<file path="src/hrc_regs.svh">
/*
  Constants of the small Harvard core datapath: file register addresses,
  status bit positions, reset values and instruction cycle timing.
  Assumes it is included by its bare name wherever the core is compiled.
*/
`ifndef HRC_REGS_SVH
`define HRC_REGS_SVH

// Special file register addresses inside the data memory space.
`define HRC_ADDR_INDF 5'h00
`define HRC_ADDR_PCL 5'h02
`define HRC_ADDR_STATUS 5'h03
`define HRC_ADDR_FSR 5'h04

// Status register bit positions.
`define HRC_ST_C 0
`define HRC_ST_DC 1
`define HRC_ST_Z 2
`define HRC_ST_PA_LO 5
`define HRC_ST_PA_HI 6

// Reset values.
`define HRC_STATUS_RST 8'h18
`define HRC_PC_RST 11'h000

// Instruction cycle timing: the cycle time in ns and the clock period in ns.
`define HRC_INSN_CYCLE_NS 200
`define HRC_CLK_PERIOD_NS 20
`define HRC_INSN_CLKS ((`HRC_INSN_CYCLE_NS + `HRC_CLK_PERIOD_NS - 1) / `HRC_CLK_PERIOD_NS)

// Sizes of the fixed storage.
`define HRC_FILE_DEPTH 32
`define HRC_PC_W 11
`define HRC_DEFAULT_PMEM_DEPTH 2048

`endif

</file>
<file path="src/hrc_pkg.sv">
/*
  Types of the small Harvard core datapath: operation enum, the single
  packed state record and the observation bundle driven out of the core.
  Assumes hrc_regs.svh supplies the sizes.
*/
`include "hrc_regs.svh"

package hrc_pkg;

  // Decoded operation of the instruction in the execute stage.
  typedef enum logic [4:0] {
    OP_NOP, OP_MOVWF, OP_CLR, OP_SUB, OP_DEC, OP_IOR, OP_AND, OP_XOR,
    OP_ADD, OP_MOV, OP_COM, OP_INC, OP_DECSZ, OP_RR, OP_RL, OP_SWAP,
    OP_INCSZ, OP_BCLR, OP_BSET, OP_BTSTC, OP_BTSTS, OP_RETL, OP_CALL,
    OP_JUMP, OP_MOVL, OP_IORL, OP_ANDL, OP_XORL, OP_ILL
  } hrc_op_e;

  // Whole state of the core; the file array holds the status and pointer too.
  typedef struct packed {
    logic [3:0] div;
    logic [`HRC_PC_W-1:0] pc;
    logic [11:0] ir;
    logic ir_valid;
    logic [7:0] w;
    logic [`HRC_PC_W-1:0] stack0;
    logic [`HRC_PC_W-1:0] stack1;
    logic [`HRC_FILE_DEPTH-1:0][7:0] ram;
  } hrc_state_s;

  // Visible state for the rest of the chip.
  typedef struct packed {
    logic [`HRC_PC_W-1:0] pc;
    logic [7:0] w;
    logic [7:0] status;
    logic exec_valid;
  } hrc_obs_s;

endpackage : hrc_pkg

</file>
<file path="src/hrc_core.sv">
/*
  Datapath of a small Harvard 8-bit core: 12-bit fetch, two-stage pipeline,
  8-bit ALU with working register, file registers reached directly or
  through the pointer register, and a two-level return stack.
  Assumes program memory answers combinationally to pmem_addr_out and that
  clk_in, ce_in and pmem_data_in all belong to the one clock domain.
*/
`include "hrc_regs.svh"

module hrc_core
  import hrc_pkg::*;
#(
  parameter int PMEM_DEPTH = `HRC_DEFAULT_PMEM_DEPTH
) (
  input wire logic clk_in,
  input wire logic sys_rst_in,
  input wire logic ce_in,
  input wire logic [11:0] pmem_data_in,
  output logic [`HRC_PC_W-1:0] pmem_addr_out,
  output hrc_obs_s obs_out
);

  localparam logic [`HRC_PC_W-1:0] PC_LAST = `HRC_PC_W'(PMEM_DEPTH - 1);
  localparam logic [3:0] DIV_LAST = 4'(`HRC_INSN_CLKS - 1);

  hrc_state_s st_q;
  hrc_state_s st_d;
  hrc_op_e op;
  logic tick;
  logic exec;
  logic taken;
  logic w_wr;
  logic [4:0] faddr;
  logic [7:0] fop;
  logic [7:0] opb;
  logic [8:0] sum;
  logic [4:0] nib;
  logic [7:0] res;
  logic [7:0] bmask;
  logic dsel;
  logic we_file;
  logic we_w;
  logic upd_z;
  logic upd_c;
  logic upd_dc;
  logic c_new;
  logic skip;
  logic jump;
  logic is_sub;
  logic [`HRC_PC_W-1:0] tgt;
  logic [`HRC_PC_W-1:0] pc_inc;
  logic [1:0] page;

  // Decode the instruction held in the execute stage.
  always_comb begin
    unique casez (st_q.ir[11:6])
      6'b0000_00: op = (st_q.ir[5]) ? OP_MOVWF : OP_NOP;
      6'b0000_01: op = OP_CLR;
      6'b0000_10: op = OP_SUB;
      6'b0000_11: op = OP_DEC;
      6'b0001_00: op = OP_IOR;
      6'b0001_01: op = OP_AND;
      6'b0001_10: op = OP_XOR;
      6'b0001_11: op = OP_ADD;
      6'b0010_00: op = OP_MOV;
      6'b0010_01: op = OP_COM;
      6'b0010_10: op = OP_INC;
      6'b0010_11: op = OP_DECSZ;
      6'b0011_00: op = OP_RR;
      6'b0011_01: op = OP_RL;
      6'b0011_10: op = OP_SWAP;
      6'b0011_11: op = OP_INCSZ;
      6'b0100_??: op = OP_BCLR;
      6'b0101_??: op = OP_BSET;
      6'b0110_??: op = OP_BTSTC;
      6'b0111_??: op = OP_BTSTS;
      6'b1000_??: op = OP_RETL;
      6'b1001_??: op = OP_CALL;
      6'b101?_??: op = OP_JUMP;
      6'b1100_??: op = OP_MOVL;
      6'b1101_??: op = OP_IORL;
      6'b1110_??: op = OP_ANDL;
      6'b1111_??: op = OP_XORL;
      default: op = OP_ILL;
    endcase
  end

  // Operand fetch; address zero goes through the pointer register.
  always_comb begin
    faddr = (st_q.ir[4:0] == `HRC_ADDR_INDF) ? st_q.ram[`HRC_ADDR_FSR][4:0] : st_q.ir[4:0];
    case (faddr)
      `HRC_ADDR_INDF: fop = 8'h00; // Indirect through itself reads zero.
      `HRC_ADDR_PCL: fop = st_q.pc[7:0];
      default: fop = st_q.ram[faddr];
    endcase
  end

  // One adder serves both add and subtract; subtract adds the inverse plus one.
  always_comb begin
    is_sub = (op == OP_SUB);
    opb = is_sub ? ~st_q.w : st_q.w;
    sum = {1'b0, fop} + {1'b0, opb} + {8'h00, is_sub};
    nib = {1'b0, fop[3:0]} + {1'b0, opb[3:0]} + {4'h0, is_sub};
    bmask = 8'h01 << st_q.ir[7:5];
    page = st_q.ram[`HRC_ADDR_STATUS][`HRC_ST_PA_HI:`HRC_ST_PA_LO];
    pc_inc = (st_q.pc == PC_LAST) ? `HRC_PC_W'(0) : st_q.pc + `HRC_PC_W'(1);
  end

  // Execute: result, destinations, flags and flow changes.
  always_comb begin
    res = fop;
    dsel = 1'b0;
    we_file = 1'b0;
    we_w = 1'b0;
    upd_z = 1'b0;
    upd_c = 1'b0;
    upd_dc = 1'b0;
    c_new = sum[8];
    skip = 1'b0;
    jump = 1'b0;
    tgt = pc_inc;
    case (op)
      OP_MOVWF: begin
        res = st_q.w;
        we_file = 1'b1;
      end
      OP_CLR: begin
        res = 8'h00;
        dsel = 1'b1;
        upd_z = 1'b1;
      end
      OP_SUB, OP_ADD: begin
        res = sum[7:0];
        dsel = 1'b1;
        upd_z = 1'b1;
        upd_c = 1'b1;
        upd_dc = 1'b1;
      end
      OP_DEC, OP_DECSZ: begin
        res = fop - 8'h01;
        dsel = 1'b1;
        upd_z = (op == OP_DEC);
        skip = (op == OP_DECSZ) && (res == 8'h00);
      end
      OP_INC, OP_INCSZ: begin
        res = fop + 8'h01;
        dsel = 1'b1;
        upd_z = (op == OP_INC);
        skip = (op == OP_INCSZ) && (res == 8'h00);
      end
      OP_IOR, OP_AND, OP_XOR: begin
        res = (op == OP_IOR) ? (fop | st_q.w) : (op == OP_AND) ? (fop & st_q.w) : (fop ^ st_q.w);
        dsel = 1'b1;
        upd_z = 1'b1;
      end
      OP_MOV, OP_COM, OP_SWAP: begin
        res = (op == OP_MOV) ? fop : (op == OP_COM) ? ~fop : {fop[3:0], fop[7:4]};
        dsel = 1'b1;
        upd_z = (op != OP_SWAP);
      end
      OP_RR, OP_RL: begin
        // Rotates run through the carry, so they are nine-bit shifts.
        res = (op == OP_RR) ? {st_q.ram[`HRC_ADDR_STATUS][`HRC_ST_C], fop[7:1]}
                            : {fop[6:0], st_q.ram[`HRC_ADDR_STATUS][`HRC_ST_C]};
        c_new = (op == OP_RR) ? fop[0] : fop[7];
        dsel = 1'b1;
        upd_c = 1'b1;
      end
      OP_BCLR, OP_BSET: begin
        res = (op == OP_BSET) ? (fop | bmask) : (fop & ~bmask);
        we_file = 1'b1;
      end
      OP_BTSTC: skip = ((fop & bmask) == 8'h00);
      OP_BTSTS: skip = ((fop & bmask) != 8'h00);
      OP_RETL: begin
        res = st_q.ir[7:0];
        we_w = 1'b1;
        jump = 1'b1;
        tgt = st_q.stack0;
      end
      OP_CALL: begin
        jump = 1'b1;
        tgt = `HRC_PC_W'({page, 1'b0, st_q.ir[7:0]});
      end
      OP_JUMP: begin
        jump = 1'b1;
        tgt = `HRC_PC_W'({page, st_q.ir[8:0]});
      end
      OP_MOVL, OP_IORL, OP_ANDL, OP_XORL: begin
        res = (op == OP_MOVL) ? st_q.ir[7:0] : (op == OP_IORL) ? (st_q.ir[7:0] | st_q.w) :
              (op == OP_ANDL) ? (st_q.ir[7:0] & st_q.w) : (st_q.ir[7:0] ^ st_q.w);
        we_w = 1'b1;
        upd_z = (op != OP_MOVL);
      end
      default: ;
    endcase
    if (dsel) begin
      we_file = st_q.ir[5];
      we_w = !st_q.ir[5];
    end
    // Writing the low counter byte is a computed jump within the page.
    if (we_file && faddr == `HRC_ADDR_PCL) begin
      jump = 1'b1;
      tgt = `HRC_PC_W'({page, 1'b0, res});
    end
  end

  // Sequencing: one instruction cycle every HRC_INSN_CLKS clock enables.
  always_comb begin
    tick = ce_in && (st_q.div == DIV_LAST);
    exec = tick && st_q.ir_valid;
    taken = exec && (jump || skip);
    w_wr = exec && we_w;
    st_d = st_q;
    if (tick) begin
      st_d.div = 4'h0;
      st_d.ir = pmem_data_in;
      st_d.ir_valid = !taken;
      st_d.pc = pc_inc;
      if (taken && jump) begin
        st_d.pc = (tgt > PC_LAST) ? `HRC_PC_W'(0) : tgt;
      end
      if (exec && op == OP_CALL) begin
        st_d.stack1 = st_q.stack0;
        st_d.stack0 = st_q.pc;
      end
      if (exec && op == OP_RETL) begin
        st_d.stack0 = st_q.stack1;
      end
      if (w_wr) begin
        st_d.w = res;
      end
      if (exec && we_file && faddr != `HRC_ADDR_INDF && faddr != `HRC_ADDR_PCL) begin
        st_d.ram[faddr] = res;
        // Power-down and time-out bits are not writable by software.
        if (faddr == `HRC_ADDR_STATUS) begin
          st_d.ram[faddr][4:3] = st_q.ram[faddr][4:3];
        end
      end
      // Flag updates come after the file write, so they win on a status target.
      if (exec && upd_z) begin
        st_d.ram[`HRC_ADDR_STATUS][`HRC_ST_Z] = (res == 8'h00);
      end
      if (exec && upd_c) begin
        st_d.ram[`HRC_ADDR_STATUS][`HRC_ST_C] = c_new;
      end
      if (exec && upd_dc) begin
        st_d.ram[`HRC_ADDR_STATUS][`HRC_ST_DC] = nib[4];
      end
    end else if (ce_in) begin
      st_d.div = st_q.div + 4'h1;
    end
  end

  // Single state register; reset empties the execute stage like a branch, and the first fetch is kept.
  always_ff @(posedge clk_in) begin
    if (sys_rst_in) begin
      st_q <= '0;
      st_q.pc <= `HRC_PC_RST;
      st_q.ram[`HRC_ADDR_STATUS] <= `HRC_STATUS_RST;
    end else begin
      st_q <= st_d;
    end
  end

  assign pmem_addr_out = st_q.pc;
  assign obs_out = '{pc: st_q.pc, w: st_q.w, status: st_q.ram[`HRC_ADDR_STATUS],
                     exec_valid: st_q.ir_valid};

  a_tick_spacing: assert property (@(posedge clk_in) disable iff (sys_rst_in)
    tick |=> !tick [*8]) else $error("Instruction cycles closer than the cycle time.");
  a_ir_load: assert property (@(posedge clk_in) disable iff (sys_rst_in)
    tick |=> st_q.ir == $past(pmem_data_in)) else $error("Fetched word not latched.");
  a_pc_on_tick: assert property (@(posedge clk_in) disable iff (sys_rst_in)
    $changed(st_q.pc) |-> $past(tick)) else $error("Counter moved outside a cycle.");
  a_branch_flush: assert property (@(posedge clk_in) disable iff (sys_rst_in)
    tick && taken |=> !st_q.ir_valid) else $error("Prefetch kept after flow change.");
  a_bubble_once: assert property (@(posedge clk_in) disable iff (sys_rst_in)
    tick && !st_q.ir_valid |=> st_q.ir_valid) else $error("Bubble longer than one cycle.");
  a_pc_range: assert property (@(posedge clk_in) disable iff (sys_rst_in)
    st_q.pc <= PC_LAST) else $error("Counter beyond program memory.");
  a_w_private: assert property (@(posedge clk_in) disable iff (sys_rst_in)
    $changed(st_q.w) |-> $past(w_wr)) else $error("Accumulator written without cause.");
  a_zero_flag: assert property (@(posedge clk_in) disable iff (sys_rst_in)
    exec && upd_z |=> st_q.ram[`HRC_ADDR_STATUS][`HRC_ST_Z] == ($past(res) == 8'h00))
    else $error("Zero flag wrong.");
  a_add_carry: assert property (@(posedge clk_in) disable iff (sys_rst_in)
    exec && op == OP_ADD |=> st_q.ram[`HRC_ADDR_STATUS][`HRC_ST_C] ==
      (({1'b0, $past(fop)} + {1'b0, $past(st_q.w)}) > 9'h0ff))
    else $error("Add carry wrong.");
  a_sub_borrow: assert property (@(posedge clk_in) disable iff (sys_rst_in)
    exec && op == OP_SUB |=> st_q.ram[`HRC_ADDR_STATUS][`HRC_ST_C] == ($past(fop) >= $past(st_q.w)))
    else $error("Subtract borrow wrong.");
  a_indirect_wr: assert property (@(posedge clk_in) disable iff (sys_rst_in)
    exec && we_file && st_q.ir[4:0] == 5'h00 && faddr > `HRC_ADDR_FSR
    |=> st_q.ram[$past(faddr)] == $past(res)) else $error("Indirect write lost.");

endmodule : hrc_core

</file>
<file path="config.mk">
export PLATFORM = sky130hd
export DESIGN_NAME = hrc_core
export DESIGN_NICKNAME = d
export VERILOG_FILES = /design/src/hrc_pkg.sv /design/src/hrc_core.sv
export VERILOG_INCLUDE_DIRS = /design/src
export SDC_FILE = /design/constraint.sdc
export NUM_CORES = 1
export LEC_CHECK = 0
export ABC_AREA = 1
export BUFFER_PORTS_ARGS = -buffer_cell sky130_fd_sc_hd__buf_4
export CORE_ASPECT_RATIO = 1.5
export CORE_MARGIN = 5
export CORE_UTILIZATION = 45
export DETAILED_ROUTE_END_ITERATION = 10
export SETUP_SLACK_MARGIN = 0.5
export SKIP_LAST_GASP = 1
export SYNTH_ARGS = -nofsm -noshare
export SYNTH_HDL_FRONTEND = slang
export SYNTH_SLANG_ARGS = --single-unit
</file>
<file path="constraint.sdc">
create_clock -name clk_in -period 5.18 [get_ports clk_in]
set_input_delay 0.259 -clock clk_in [delete_from_list [all_inputs] [get_ports clk_in]]
set_output_delay 0.259 -clock clk_in [all_outputs]
set_load 0.02 [all_outputs]
</file>
### Yosys cells after proc, flatten, opt, wreduce, memory -nomap -nowiden

Index checks and enable logic that the tools add are counted.

| storage, ports and cells | value |
|---|---|
| output and inout port bits | 39 |
| word-level logic and storage cells | 229 |
| input port bits | 15 |
| register bits after elaboration | 314 |

| cells by class | value |
|---|---|
| bitwise gates (word level) | 12 |
| equal/unequal tests | 60 |
| shift-type cells | 1 |
| reduce and logical (&&, ||, !) cells | 55 |
| add/sub/neg operators | 8 |
| $lt $le $gt $ge | 3 |
| multiplexer cells | 48 |

Operators with widths:

| operator | count |
|---|---|
| 256-bit bitwise mux | 2 |
| 256-bit two-way mux | 1 |
| 5-bit one-hot mux with 27 select lines | 1 |
| 8-bit two-way mux | 12 |
| 8-bit one-hot mux with 11 select lines | 1 |
| 8-bit demux with 5-bit select | 2 |
| 5-bit equality test, second input constant | 12 |
| 11-bit two-way mux | 5 |
| 6-bit by 4-bit equality test with 1-bit output, second input constant | 8 |
| 8-bit binary-select mux with 5-bit select | 1 |
| 5-bit by 4-bit equality test with 1-bit output, second input constant | 8 |
| 11-bit one-hot mux with 3 select lines | 1 |
| 8-bit bitwise AND | 4 |
| 8-bit logical NOT | 4 |
| 4-bit equality test, second input constant | 7 |
| 27-bit two-way mux | 1 |
| 6-bit by 3-bit equality test with 1-bit output, second input constant | 4 |
| 8-bit inverter | 3 |
| 8-bit bitwise OR | 3 |
| 22-bit two-way mux | 1 |
| 5-bit by 2-bit equality test with 1-bit output, second input constant | 4 |
| 5-bit by 3-bit equality test with 1-bit output, second input constant | 4 |
| 1-bit logical AND | 17 |
| 4-bit by 3-bit equality test with 1-bit output, second input constant | 4 |
| 40 further kinds | 77 |

### Depth between registers and ports, before layout

Gate-level depths: netlist (run 1).

| depth | value |
|---|---|
| depth after elaboration | 14 |
| gate-level depth with buffers | 36 |

### Worst setup path after synthesis (run 1)

OpenSTA, ideal clock, no wires.

| timing | value |
|---|---|
| kind | flip-flop to flip-flop |
| from | register st_q[289] (netlist bit) |
| to | register st_q[36] (netlist bit) |
| path buffers | 3 |
| setup time | 115 ps |
| clock period less this slack | 3,878 ps |
| stages on the path, launching flop included | 29 |
| arrival | 3,763 ps |
| data required time | 5,065 ps |
| path slack | 1,302 ps |
| cell sequence | dfxtp_1 > nor2_4 > nand2_1 > nor2_4 > a21oi_4 > inv_2 > nor2_1 > buf_4 > nand2_1 > nand2_1 > nor2_1 > nand3_1 > nand2_1 > buf_2 > inv_1 > fa_1 > inv_1 > a31oi_1 > xor2_1 > o2111ai_1 > nor3_1 > nand3_1 > nor2_1 > nand3_2 > nand3_2 > nand2_4 > buf_6 > o21ai_0 > inv_1 |

| between the ends | value |
|---|---|
| word-level cells in the longest chain between the ends | 12 |

RTL lines:

| item | RTL line | text |
|---|---|---|
| start: declaration | hrc_core.sv:26 | `hrc_state_s st_q;` |
| start signal: assignment | hrc_core.sv:262 | `st_q <= st_d;` |
| 5-bit logical NOT (no source line) | -- |  |
| 5-bit two-way mux * | hrc_core.sv:90 | `` faddr = (st_q.ir[4:0] == `HRC_ADDR_INDF) ? st_q.ram[`HRC_ADDR_FSR][4:0] : st_q.ir[4:0]; `` |
| branches (longest 10 deep; another with 8-bit by 8-bit adder with 9-bit output) | -- |  |

Mark *: on every way between the ends. The select of a mux whose other input is x is not followed.
A chain may end at the register's enable or synchronous reset.

### Final worst setup path (run 1)

| timing | value |
|---|---|
| from | register st_q[287] (netlist bit) |
| to | register st_q[38] (netlist bit) |

| between the ends | value |
|---|---|
| word-level cells in the longest chain between the ends | 12 |

RTL lines:

| item | RTL line |
|---|---|
| 5-bit logical NOT (no source line) | -- |
| 5-bit two-way mux * | hrc_core.sv:90 |
| branches (longest 10 deep; another with 8-bit by 8-bit adder with 9-bit output) | -- |

Marks and branches as above.

==> run metrics, run 1 <==
status finished clean; Synth Flop Type dfxtp_1; Placed Instances 3389; CP Data Required Time roughly 5600 ps; path type of the worst min-delay path input port to flop; Synth Area in Simple Gates 26.7%; mux contribution to synthesized area 0.0538%; hold path depth 4; sequential fraction of the synthesis area 33.8%; Worst R2R End st_q[38]$_SDFFE_PP0P_; RePlAce Congestion 1.01; Die W 176 microns; Die H 259 microns; combinational share of power 1.4%; Reg area 6300 sq um; R2R depth 32; post-layout min period 4610 ps; hold path startpoint ce_in; NetSw around 1100 uW; Max IR drop VDD 0.289 mV; largest family of logic cells by synthesized area simple AND/OR/NAND/NOR gates; cell family with most CP delay simple AND/OR/NAND/NOR gates; DR iter-0 viols 1616; Routed met1 length 27.7 mm; Hold WS 20.8 ps; CP Capture Type flop; I/O Pins 54; area leader, netlist dfxtp_1; Post-synth top cells nand2_1, inv_1, o21ai_0; Via-to-Cell Ratio 5.58; Core Region between 40000 and 50000 sq um; Yosys cell types 58; Crit. Startpoint st_q[287]$_SDFFE_PP0P_; Initial Util ~45%; pre-CTS WS -54.2 ps; relative slew slack between 30% and 40%; Top Layer Used met4; Crit Path Max Fanout 16; Reg clk slew, reported paths roughly 60 ps; Syn Area/Cell 6.40 sq um; Crit-path slowest cell fa_2; Port Buffers 53; xor and xnor area share after synthesis less than 1%; met2 wire len ~38 mm; Placement Rows 91; Layout Nets 3032; critical path class flop to flop; final setup fails 0; top achievable clock speed between 200 and 250 MHz; ANT nets after route 0; TNS Setup 0 ps; R2R Setup Slk 570 ps; layout cells sized above 1 approximately 13%; clock power share 49.3%; complex-gate fraction of the synthesized area approximately 22%; total CTS buffers 34; Clock Latency Late Sink 550 ps; routed len/inst 21.5 microns; switch share between 20% and 30%; synthesis-to-finish area growth 16.0%; Reg power frac 49.3%; initial antenna violation count 1; CTS max path bufs 3; Synth top area share 33.8%; Int Power 3760 uW; fin. max-slew vios 0; Pleak 0.00965 uW; DRC errors left 0; most frequent CP cell nand2_1; Critical Path AT 5050 ps; DP Wirelength 53.3 mm; period utilization 89.0%; fillcell total ~4200; H-tree depth 2; power per cell area 227 nW/um^2; CTS tree done; RSZ-0062 raised after global routing yes; GR Overflow Total 0; area of the multi-input gates 10100 sq um; largest net degree at the start of global routing 177; worst path buffer plus inverter count 6; Worst setup SP type flop; Layout Cells excl Fill 3506; gr usage total between 30% and 40%; synthesized instance count 2907; first-pass iteration count of the detailed router 6; Hold Vio Cnt, Final 0; Clock Sinks 314; flip-flop and latch count after synthesis 314; Die ar. about 46000 sq um; root buf cell clkbuf_16; first-pass GRT wire length 110 mm; via count 19556; mapped cell area around 19000 sq um; met3 WL about 3.6 mm; worst setup margin 571 ps; top cells by area, synth dfxtp_1, nand2_1, o21ai_0, a21oi_1, inv_1; adder-cell share of the synthesized area 3.27%; vias in the first global route 18521; Least-Margin Pin Slew approximately 1000 ps; Synth warnings 0; Total Wirelength 75.3 mm; most instantiated library cell after synthesis nand2_1; critical path's largest stage delay 380 ps; clock skew roughly 20 ps; maxcap violations 0; number of flops mapped to enable cells by yosys 0; Post-synth ARST share 0%; Mapped Nets 2970; hold worst-path end st_q[311]$_SDFFE_PP0P_; r2r startpoint st_q[287]$_SDFFE_PP0P_
[worst max path at each step]
stage	endpoint	slack, ps	cells past startpoint
after floorplan	st_q[36]$_SDFFE_PP0P_	1300	28
after global placement	st_q[94]$_SDFFE_PP0P_	-30	31
final	st_q[38]$_SDFFE_PP0P_	570	32
after CTS	obs_out[3]$_SDFFE_PP0P_	500	33
after global routing	obs_out[3]$_SDFFE_PP0P_	430	34
after detailed placement	st_q[94]$_SDFFE_PP0P_	-50	31
[cell type report]
| type | instances | area share, % |
|---|---|---|
| clock inverters | 15 | 0.591 |
| inverters | 395 | 6.97 |
| flip-flops and latches | 314 | 29.2 |
| multi-input cells | 2018 | 46.7 |
| repair buffers | 206 | 9.14 |
| well taps | 511 | 2.96 |
| clock buffers | 46 | 4.43 |
| diodes | 1 | 0.0116 |
[what timing repair did]
action,CTS,global route
resized for setup,32,66
gates cloned,2,5
pin swaps,14,32
setup buffers,11,25
hold endpoints to repair,12,0
setup endpoints to repair,122,100
hold buffers,12,0
[cell families (layout without fill, tap and decap cells)]
kind of cell	count (synthesis)	count (layout)
and+or+nand+nor	1201	1202
adders and majority gates	48	48
AOI/OAI and AO/OA	752	752
muxes	1	1
DFF	314	314
xor gates and xnor gates	15	15
buffers and inverters	576	662
other	0	1
[metal layers]
metal	up-vias	GRT usage, %
li1	9484	-
met4	0	21.4
met2	745	56.4
met1	9076	34.0
met5	-	0
met3	251	3.48
[worst register-to-register path: cells and delay by family, from the launching register on]
kind	cells	cell delay [ps]
simple gates	23	2840
buf+inv	6	750
flops	1	370
compound gates	2	170
fa+ha+maj	1	380
[per-stage QoR]
step	instance area, sq um	total power [uW]	utilization, %
2_1_floorplan	18600	2510	-
4_1_cts	21000	4940	51.2
5_1_grt	21600	5030	52.7
3_5_place_dp	19500	2530	47.6
6_report	21600	4900	52.7
3_3_place_gp	19500	2530	47.6
[cells in the final DEF, fill, tap and decap left out, drive strengths merged, types with 2 or more instances in the layout]
master       instances
inv                382
nand3              113
o32ai                2
dfxtp              314
o21ai              362
nor3b                2
dlygate4sd3         12
or2                  4
a31oi               15
nor2               242
clkinvlp             5
nor4                 2
nand4               23
o21bai               2
o31ai                2
o2111ai              3
xor2                14
a221oi              18
nand3b               8
clkbuf              51
a21oi              301
clkinv              23
a22oi                7
o211ai              28
o22ai                6
ha                  47
buf                189
nand2              788
nor3                19
[sequential cells by signal, indices dropped and copies added (netlist names), named ones only]
name and count:
obs_out 17, pmem_addr_out 11, st_q 283
[power groups by stage]
stage / sequential [uW] / clock [uW] / combinational (uW)
floorplan: 2470 / 0 / 36.2
global placement: 2470 / 0 / 59.9
detailed placement: 2470 / 0 / 60.8
CTS: 2420 / 2450 / 68.6
global route: 2410 / 2550 / 73.6
finish: 2410 / 2420 / 69.1
Power figures use the tool's default switching activity.
==> run 2, diff against run 1 <==
CORE_MARGIN = 2   (was 5)
SETUP_SLACK_MARGIN = unset   (was 0.5)
==> run metrics, run 2 (same netlist as run 1, synthesis figures left out) <==
status finished clean; CTS max path bufs 3 (unchanged); largest net degree at the start of global routing 99 (-44%); fin. max-slew vios 0 (unchanged); path type of the worst min-delay path input port to flop; synthesis-to-finish area growth 10.5%; Die H 253 microns (-2.3%); Crit-path slowest cell fa_1; critical path's largest stage delay 430 ps (+50 ps); post-layout min period 4870 ps (+261 ps); most frequent CP cell nand2_1; most common cell after layout, fill and taps aside nand2_1; CTS tree done; RSZ-0062 raised after global routing no; Layout Nets 2972 (-2.0%); DP Wirelength 52.3 mm (-1.9%); clock skew 28.7 ps (+8.97 ps); largest register by flop count st_q; period utilization 94.0% (+5.0 points); relative slew slack 28.8% (-3.5 points); Port Buffers 53 (unchanged); via count 19226 (-1.7%); Max IR drop VDD 0.257 mV (-11%); Reg clk slew, reported paths 70 ps (about the same); critical path class flop to flop; Via-to-Cell Ratio 5.58 (about the same); initial antenna violation count 0 (-1); total CTS buffers 34 (unchanged); Pleak 0.00925 uW (-4.2%); routed len/inst 21.0 microns (-2.3%); layout cells sized above 1 9.04% (-3.5 points); Placement Rows 91 (unchanged); fin util 50.2% (-2.5 points); area of the multi-input gates 9800 sq um (-2.9%); Least-Margin Pin Slew 1070 ps (+51.9 ps); Critical Path AT 5300 ps (+250 ps); CP Data Required Time 5610 ps (about the same); # Post-CTS Setup Buffers 0 (-11); GR Overflow Total 0 (unchanged); I/O Pins 54 (unchanged); power per cell area 243 nW/um^2 (+7.2%); number of diodes 0 (-1); DR iter-0 viols 1781 (+10%); Reg area 6290 sq um (-0.22%); DP Area 19300 sq um (-1.1%); Clock Sinks 314 (unchanged); Total Wirelength 72.2 mm (-4.1%); gr usage total 33.2% (+2.0 points); final setup fails 0 (unchanged); number of flip-flops in the largest register 283 (unchanged); Core Region 41000 sq um (unchanged); top achievable clock speed 205 MHz (-5.4%); CP Capture Type flop; H-tree depth 2 (unchanged); most frequent cells in the layout nand2_1, inv_1, o21ai_0; vias in the first global route 18181 (-1.8%); Worst setup SP type flop; first-pass iteration count of the detailed router 6 (unchanged); Top Layer Used met4; Crit Path Max Fanout 43 (+27); DRC errors left 0 (unchanged); Routed met1 length 26.6 mm (-4.0%); Clock Latency Late Sink 550 ps (about the same); root buf cell clkbuf_16; fillcell total 4285 (+1.7%); RePlAce Congestion 1.03 (+2.1%); Initial Util 45.4% (unchanged); ANT nets after route 0 (unchanged); Die ar. 43000 sq um (-5.6%); met2 wire len 35.5 mm (-6.2%); first-pass GRT wire length 109 mm (-1.7%); Die W 170 microns (-3.4%); TNS Setup 0 ps (unchanged); Hold Vio Cnt, Final 0 (unchanged); Design Area, Final 20600 sq um (-4.8%); met3 WL 3.67 mm (+1.7%); maxcap violations 0 (unchanged)
[run 2: changes by cell type in the layout (fill, tap and decap cells not counted), sizes merged]
cell / before / now
clkinv: 23 / 17
bufinv: 0 / 1
inv: 382 / 384
clkbuf: 51 / 52
diode: 1 / 0
nand2: 788 / 787
clkinvlp: 5 / 1
buf: 189 / 135
[run 2: power breakdown]
group	total [uW]	switching (uW)	internal [uW]
Clock	2520	1060	1460
Combinational	67.4	47.0	20.5
Sequential	2420	1.11	2420
Total	5010	1110	3900
[run 2: layout make-up]
type / instances / area share (%)
sequential: 314 / 30.6
tap: 511 / 3.11
clock buffer: 52 / 5.10
timing repair buffer: 147 / 5.88
clock inverter: 8 / 0.456
multi-input combinational: 2017 / 47.6
inverter: 395 / 7.26
[run 2: routing by layer]
metal	track usage, %	vias up
met5	0	-
met4	25.6	0
met3	4.02	283
met2	58.5	765
met1	36.0	8844
li1	-	9334
[run 2: metrics by stage]
stage,total power [uW],setup slack (ps),hold WS (ps),std cells
3_5_place_dp,2530,378,416,3372
5_1_grt,5140,12.1,42.9,3444
3_3_place_gp,2530,460,412,3372
2_1_floorplan,2510,1300,372,2907
4_1_cts,5040,338,20.1,3444
6_report,5010,310,28.4,3444
[run 2: path summary, 6_finish.rpt]
check	slack, ps	from	cells past startpoint	end
hold reg to reg	430	st_q[16]$_SDFFE_PP0P_	2	st_q[16]$_SDFFE_PP0P_
setup reg to reg	310	st_q[289]$_SDFFE_PP0P_	28	st_q[36]$_SDFFE_PP0P_
setup / recovery	310	st_q[289]$_SDFFE_PP0P_	28	st_q[36]$_SDFFE_PP0P_
hold / removal	30	ce_in	4	st_q[311]$_SDFFE_PP0P_
[run 2: critical path: cells and delay by family, from the launching register on]
family | cells | cell delay [ps]
AO/OA/AOI/OAI | 3 | 490
XOR/XNOR | 1 | 180
adder cells (fa/ha/maj) | 1 | 430
buffers and inverters | 4 | 570
flip-flops | 1 | 410
AND/OR/NAND/NOR | 19 | 2630
[run 2: repair_timing]
| action | 4_1_cts | 5_1_grt |
|---|---|---|
| resized for setup | 0 | 4 |
| setup endpoints to repair | 0 | 63 |
| hold buffers | 12 | 0 |
| endpoints found under the hold margin | 12 | 0 |
==> run 3, diff against run 2 <==
CORE_ASPECT_RATIO = 1.2   (was 1.5)
==> run metrics, run 3 (same netlist as run 1, synthesis figures left out) <==
status finished clean; Layout Nets 2968 (-0.13%); most common cell after layout, fill and taps aside nand2_1; pre-CTS WS 607 ps (+229 ps); Reg clk slew, reported paths 60 ps (about the same); RSZ-0062 raised after global routing no; ANT nets after route 0 (unchanged); r2r startpoint st_q[291]$_SDFFE_PP0P_; Initial Util 45.7% (+0.28 points); Core Region 40700 sq um (-0.60%); first-pass iteration count of the detailed router 6 (unchanged); overall power 5090 uW (+1.7%); Critical Path AT 5130 ps (-170 ps); most frequent cells in the layout nand2_1, inv_1, o21ai_0; Total Wirelength 69.4 mm (-3.9%); clock skew 27.8 ps (-0.817 ps); power per cell area 246 nW/um^2 (+1.2%); relative slew slack 31.4% (+2.6 points); fin. max-slew vios 0 (unchanged); CTS tree done; via count 19052 (-0.91%); top achievable clock speed 211 MHz (+2.7%); Crit. Startpoint st_q[291]$_SDFFE_PP0P_; largest register by flop count st_q; CP Data Required Time 5570 ps (-40 ps); layout cells sized above 1 8.84% (-0.19 points); number of flip-flops in the largest register 283 (unchanged); path type of the worst min-delay path input port to flop; Die ar. 43000 sq um (about the same); vias in the first global route 18236 (+0.30%); gr usage total 32.3% (-0.95 points); DP Wirelength 49.4 mm (-5.5%); initial antenna violation count 0 (unchanged); Hold Vio Cnt, Final 0 (unchanged); Layout Cells excl Fill 3468 (+0.70%); Crit Path Max Fanout 31 (-28%); cell family with most CP delay simple AND/OR/NAND/NOR gates; CTS max path bufs 3 (unchanged); Worst setup endpoint st_q[149]$_SDFFE_PP0P_; CP Capture Type flop; routed len/inst 20.0 microns (-4.6%); RePlAce Congestion 0.989 (-4.4%); period utilization 91.5% (-2.5 points); Worst setup SP type flop; largest net degree at the start of global routing 96 (-3.0%); R2R Setup Slk 440 ps (+130 ps); Die W 190 microns (+12%); DRC errors left 0 (unchanged); Worst R2R End st_q[149]$_SDFFE_PP0P_; Crit-path slowest cell o21ai_4; DR iter-0 viols 1571 (-12%); H-tree depth 2 (unchanged); worst setup margin 440 ps (+130 ps); Least-Margin Pin Slew 1020 ps (-42.8 ps); Placement Rows 81 (-11%); root buf cell clkbuf_16; Top Layer Used met4; number of diodes 0 (unchanged); R2R depth 25 (-11%); Placed Instances 3395 (+0.68%); Die H 227 microns (-10%); Via-to-Cell Ratio 5.49 (-1.6%); Clock Latency Late Sink 540 ps (about the same); first-pass GRT wire length 107 mm (-1.8%); Critical Path Stages 25 (-11%); worst path buffer plus inverter count 6 (+2); synthesis-to-finish area growth 11.1%; final setup fails 0 (unchanged); total CTS buffers 35 (+2.9%); I/O Pins 54 (unchanged); post-layout min period 4740 ps (-130 ps); met2 wire len 33.2 mm (-6.5%); Port Buffers 53 (unchanged); Pleak 0.00927 uW (+0.20%); TNS Setup 0 ps (unchanged); Max IR drop VDD 0.245 mV (-4.6%); Clock Sinks 314 (unchanged); critical path class flop to flop; fin util 50.8% (+0.57 points); fillcell total 4227 (-1.4%); maxcap violations 0 (unchanged); met3 WL 3.54 mm (-3.6%); Routed met1 length 27.6 mm (+3.9%); most frequent CP cell nor2_1; critical path's largest stage delay 510 ps (+80 ps); GR Overflow Total 0 (unchanged)
## run 3: cell types whose count changed in the layout (fill, tap and decap cells not counted), moves of 2 or more
cell       change
clkbuf_16      +2
bufinv_16      +3
inv_6          -2
clkinv_2       +4
buf_4         -10
clkbuf_8       -7
clkbuf_1       +2
buf_12         +5
## run 3: power by group
group | total (uW) | switching, uW | leakage, uW | internal (uW)
Combinational | 67.8 | 47.3 | 0.00616 | 20.5
Sequential | 2420 | 1.21 | 0.00253 | 2420
Clock | 2610 | 1040 | 0.000584 | 1570
## run 3: worst min-delay path by stage
stage | start | to | slack, ps | depth (start not counted)
after floorplan | pmem_data_in[0] | st_q[287]$_SDFFE_PP0P_ | 370 | 2
after global placement | st_q[7]$_SDFFE_PP0P_ | st_q[7]$_SDFFE_PP0P_ | 410 | 2
after detailed placement | st_q[21]$_SDFFE_PP0P_ | st_q[21]$_SDFFE_PP0P_ | 420 | 2
after CTS | ce_in | st_q[311]$_SDFFE_PP0P_ | 10 | 4
after global routing | ce_in | st_q[312]$_SDFFE_PP0P_ | 40 | 3
final | ce_in | st_q[311]$_SDFFE_PP0P_ | 30 | 4
## run 3: timing repair
| action | CTS | global route |
|---|---|---|
| endpoints found under the setup margin | 0 | 1 |
| endpoints found under the hold margin | 12 | 0 |
| resized for setup | 0 | 3 |
| hold buffers | 12 | 0 |
| buffers inserted | 0 | 0 |
## run 3: area by class of cell
cell class	instances	area, sq um	area share [%]
multi-input cells	2017	9810	47.4
clock inverters	12	178	0.859
clock buffers	49	1010	4.89
inverters	395	1490	7.21
well taps	539	674	3.26
repair buffers	142	1230	5.97
flip-flops and latches	314	6290	30.4
## run 3: layer usage
metal  vias up  track usage, %
li1       9332               -
met3       238            3.47
met2       696            56.0
met4         0            21.0
met1      8786            37.9
met5         -               0
## run 3: metrics by stage
step                      instance area, sq um  hold WS [ps]
after floorplan                          18600           372
after global placement                   19400           413
after detailed placement                 19400           417
after CTS                                20700          12.9
after global routing                     20700          40.8
final                                    20700          29.8
## run 3: worst reg2reg max path, stage by stage, from the launching register on
cell      delay (ps)
dfxtp_1          350
inv_1            250
nand3_2          160
o21ai_4          510
buf_12           270
nor2_4            70
inv_4            150
nor2_1            60
nor2_1           110
nand2_1           60
a21oi_1          140
nand3_1          200
nand2_2          230
inv_2            110
ha_1             280
nand2_1           60
a221oi_1          70
nor3_1           310
nand3_1          170
nor2_1           120
nand3_1           80
nor2_1            90
nor2_1            70
inv_2             50
buf_4            440
a21oi_1          190
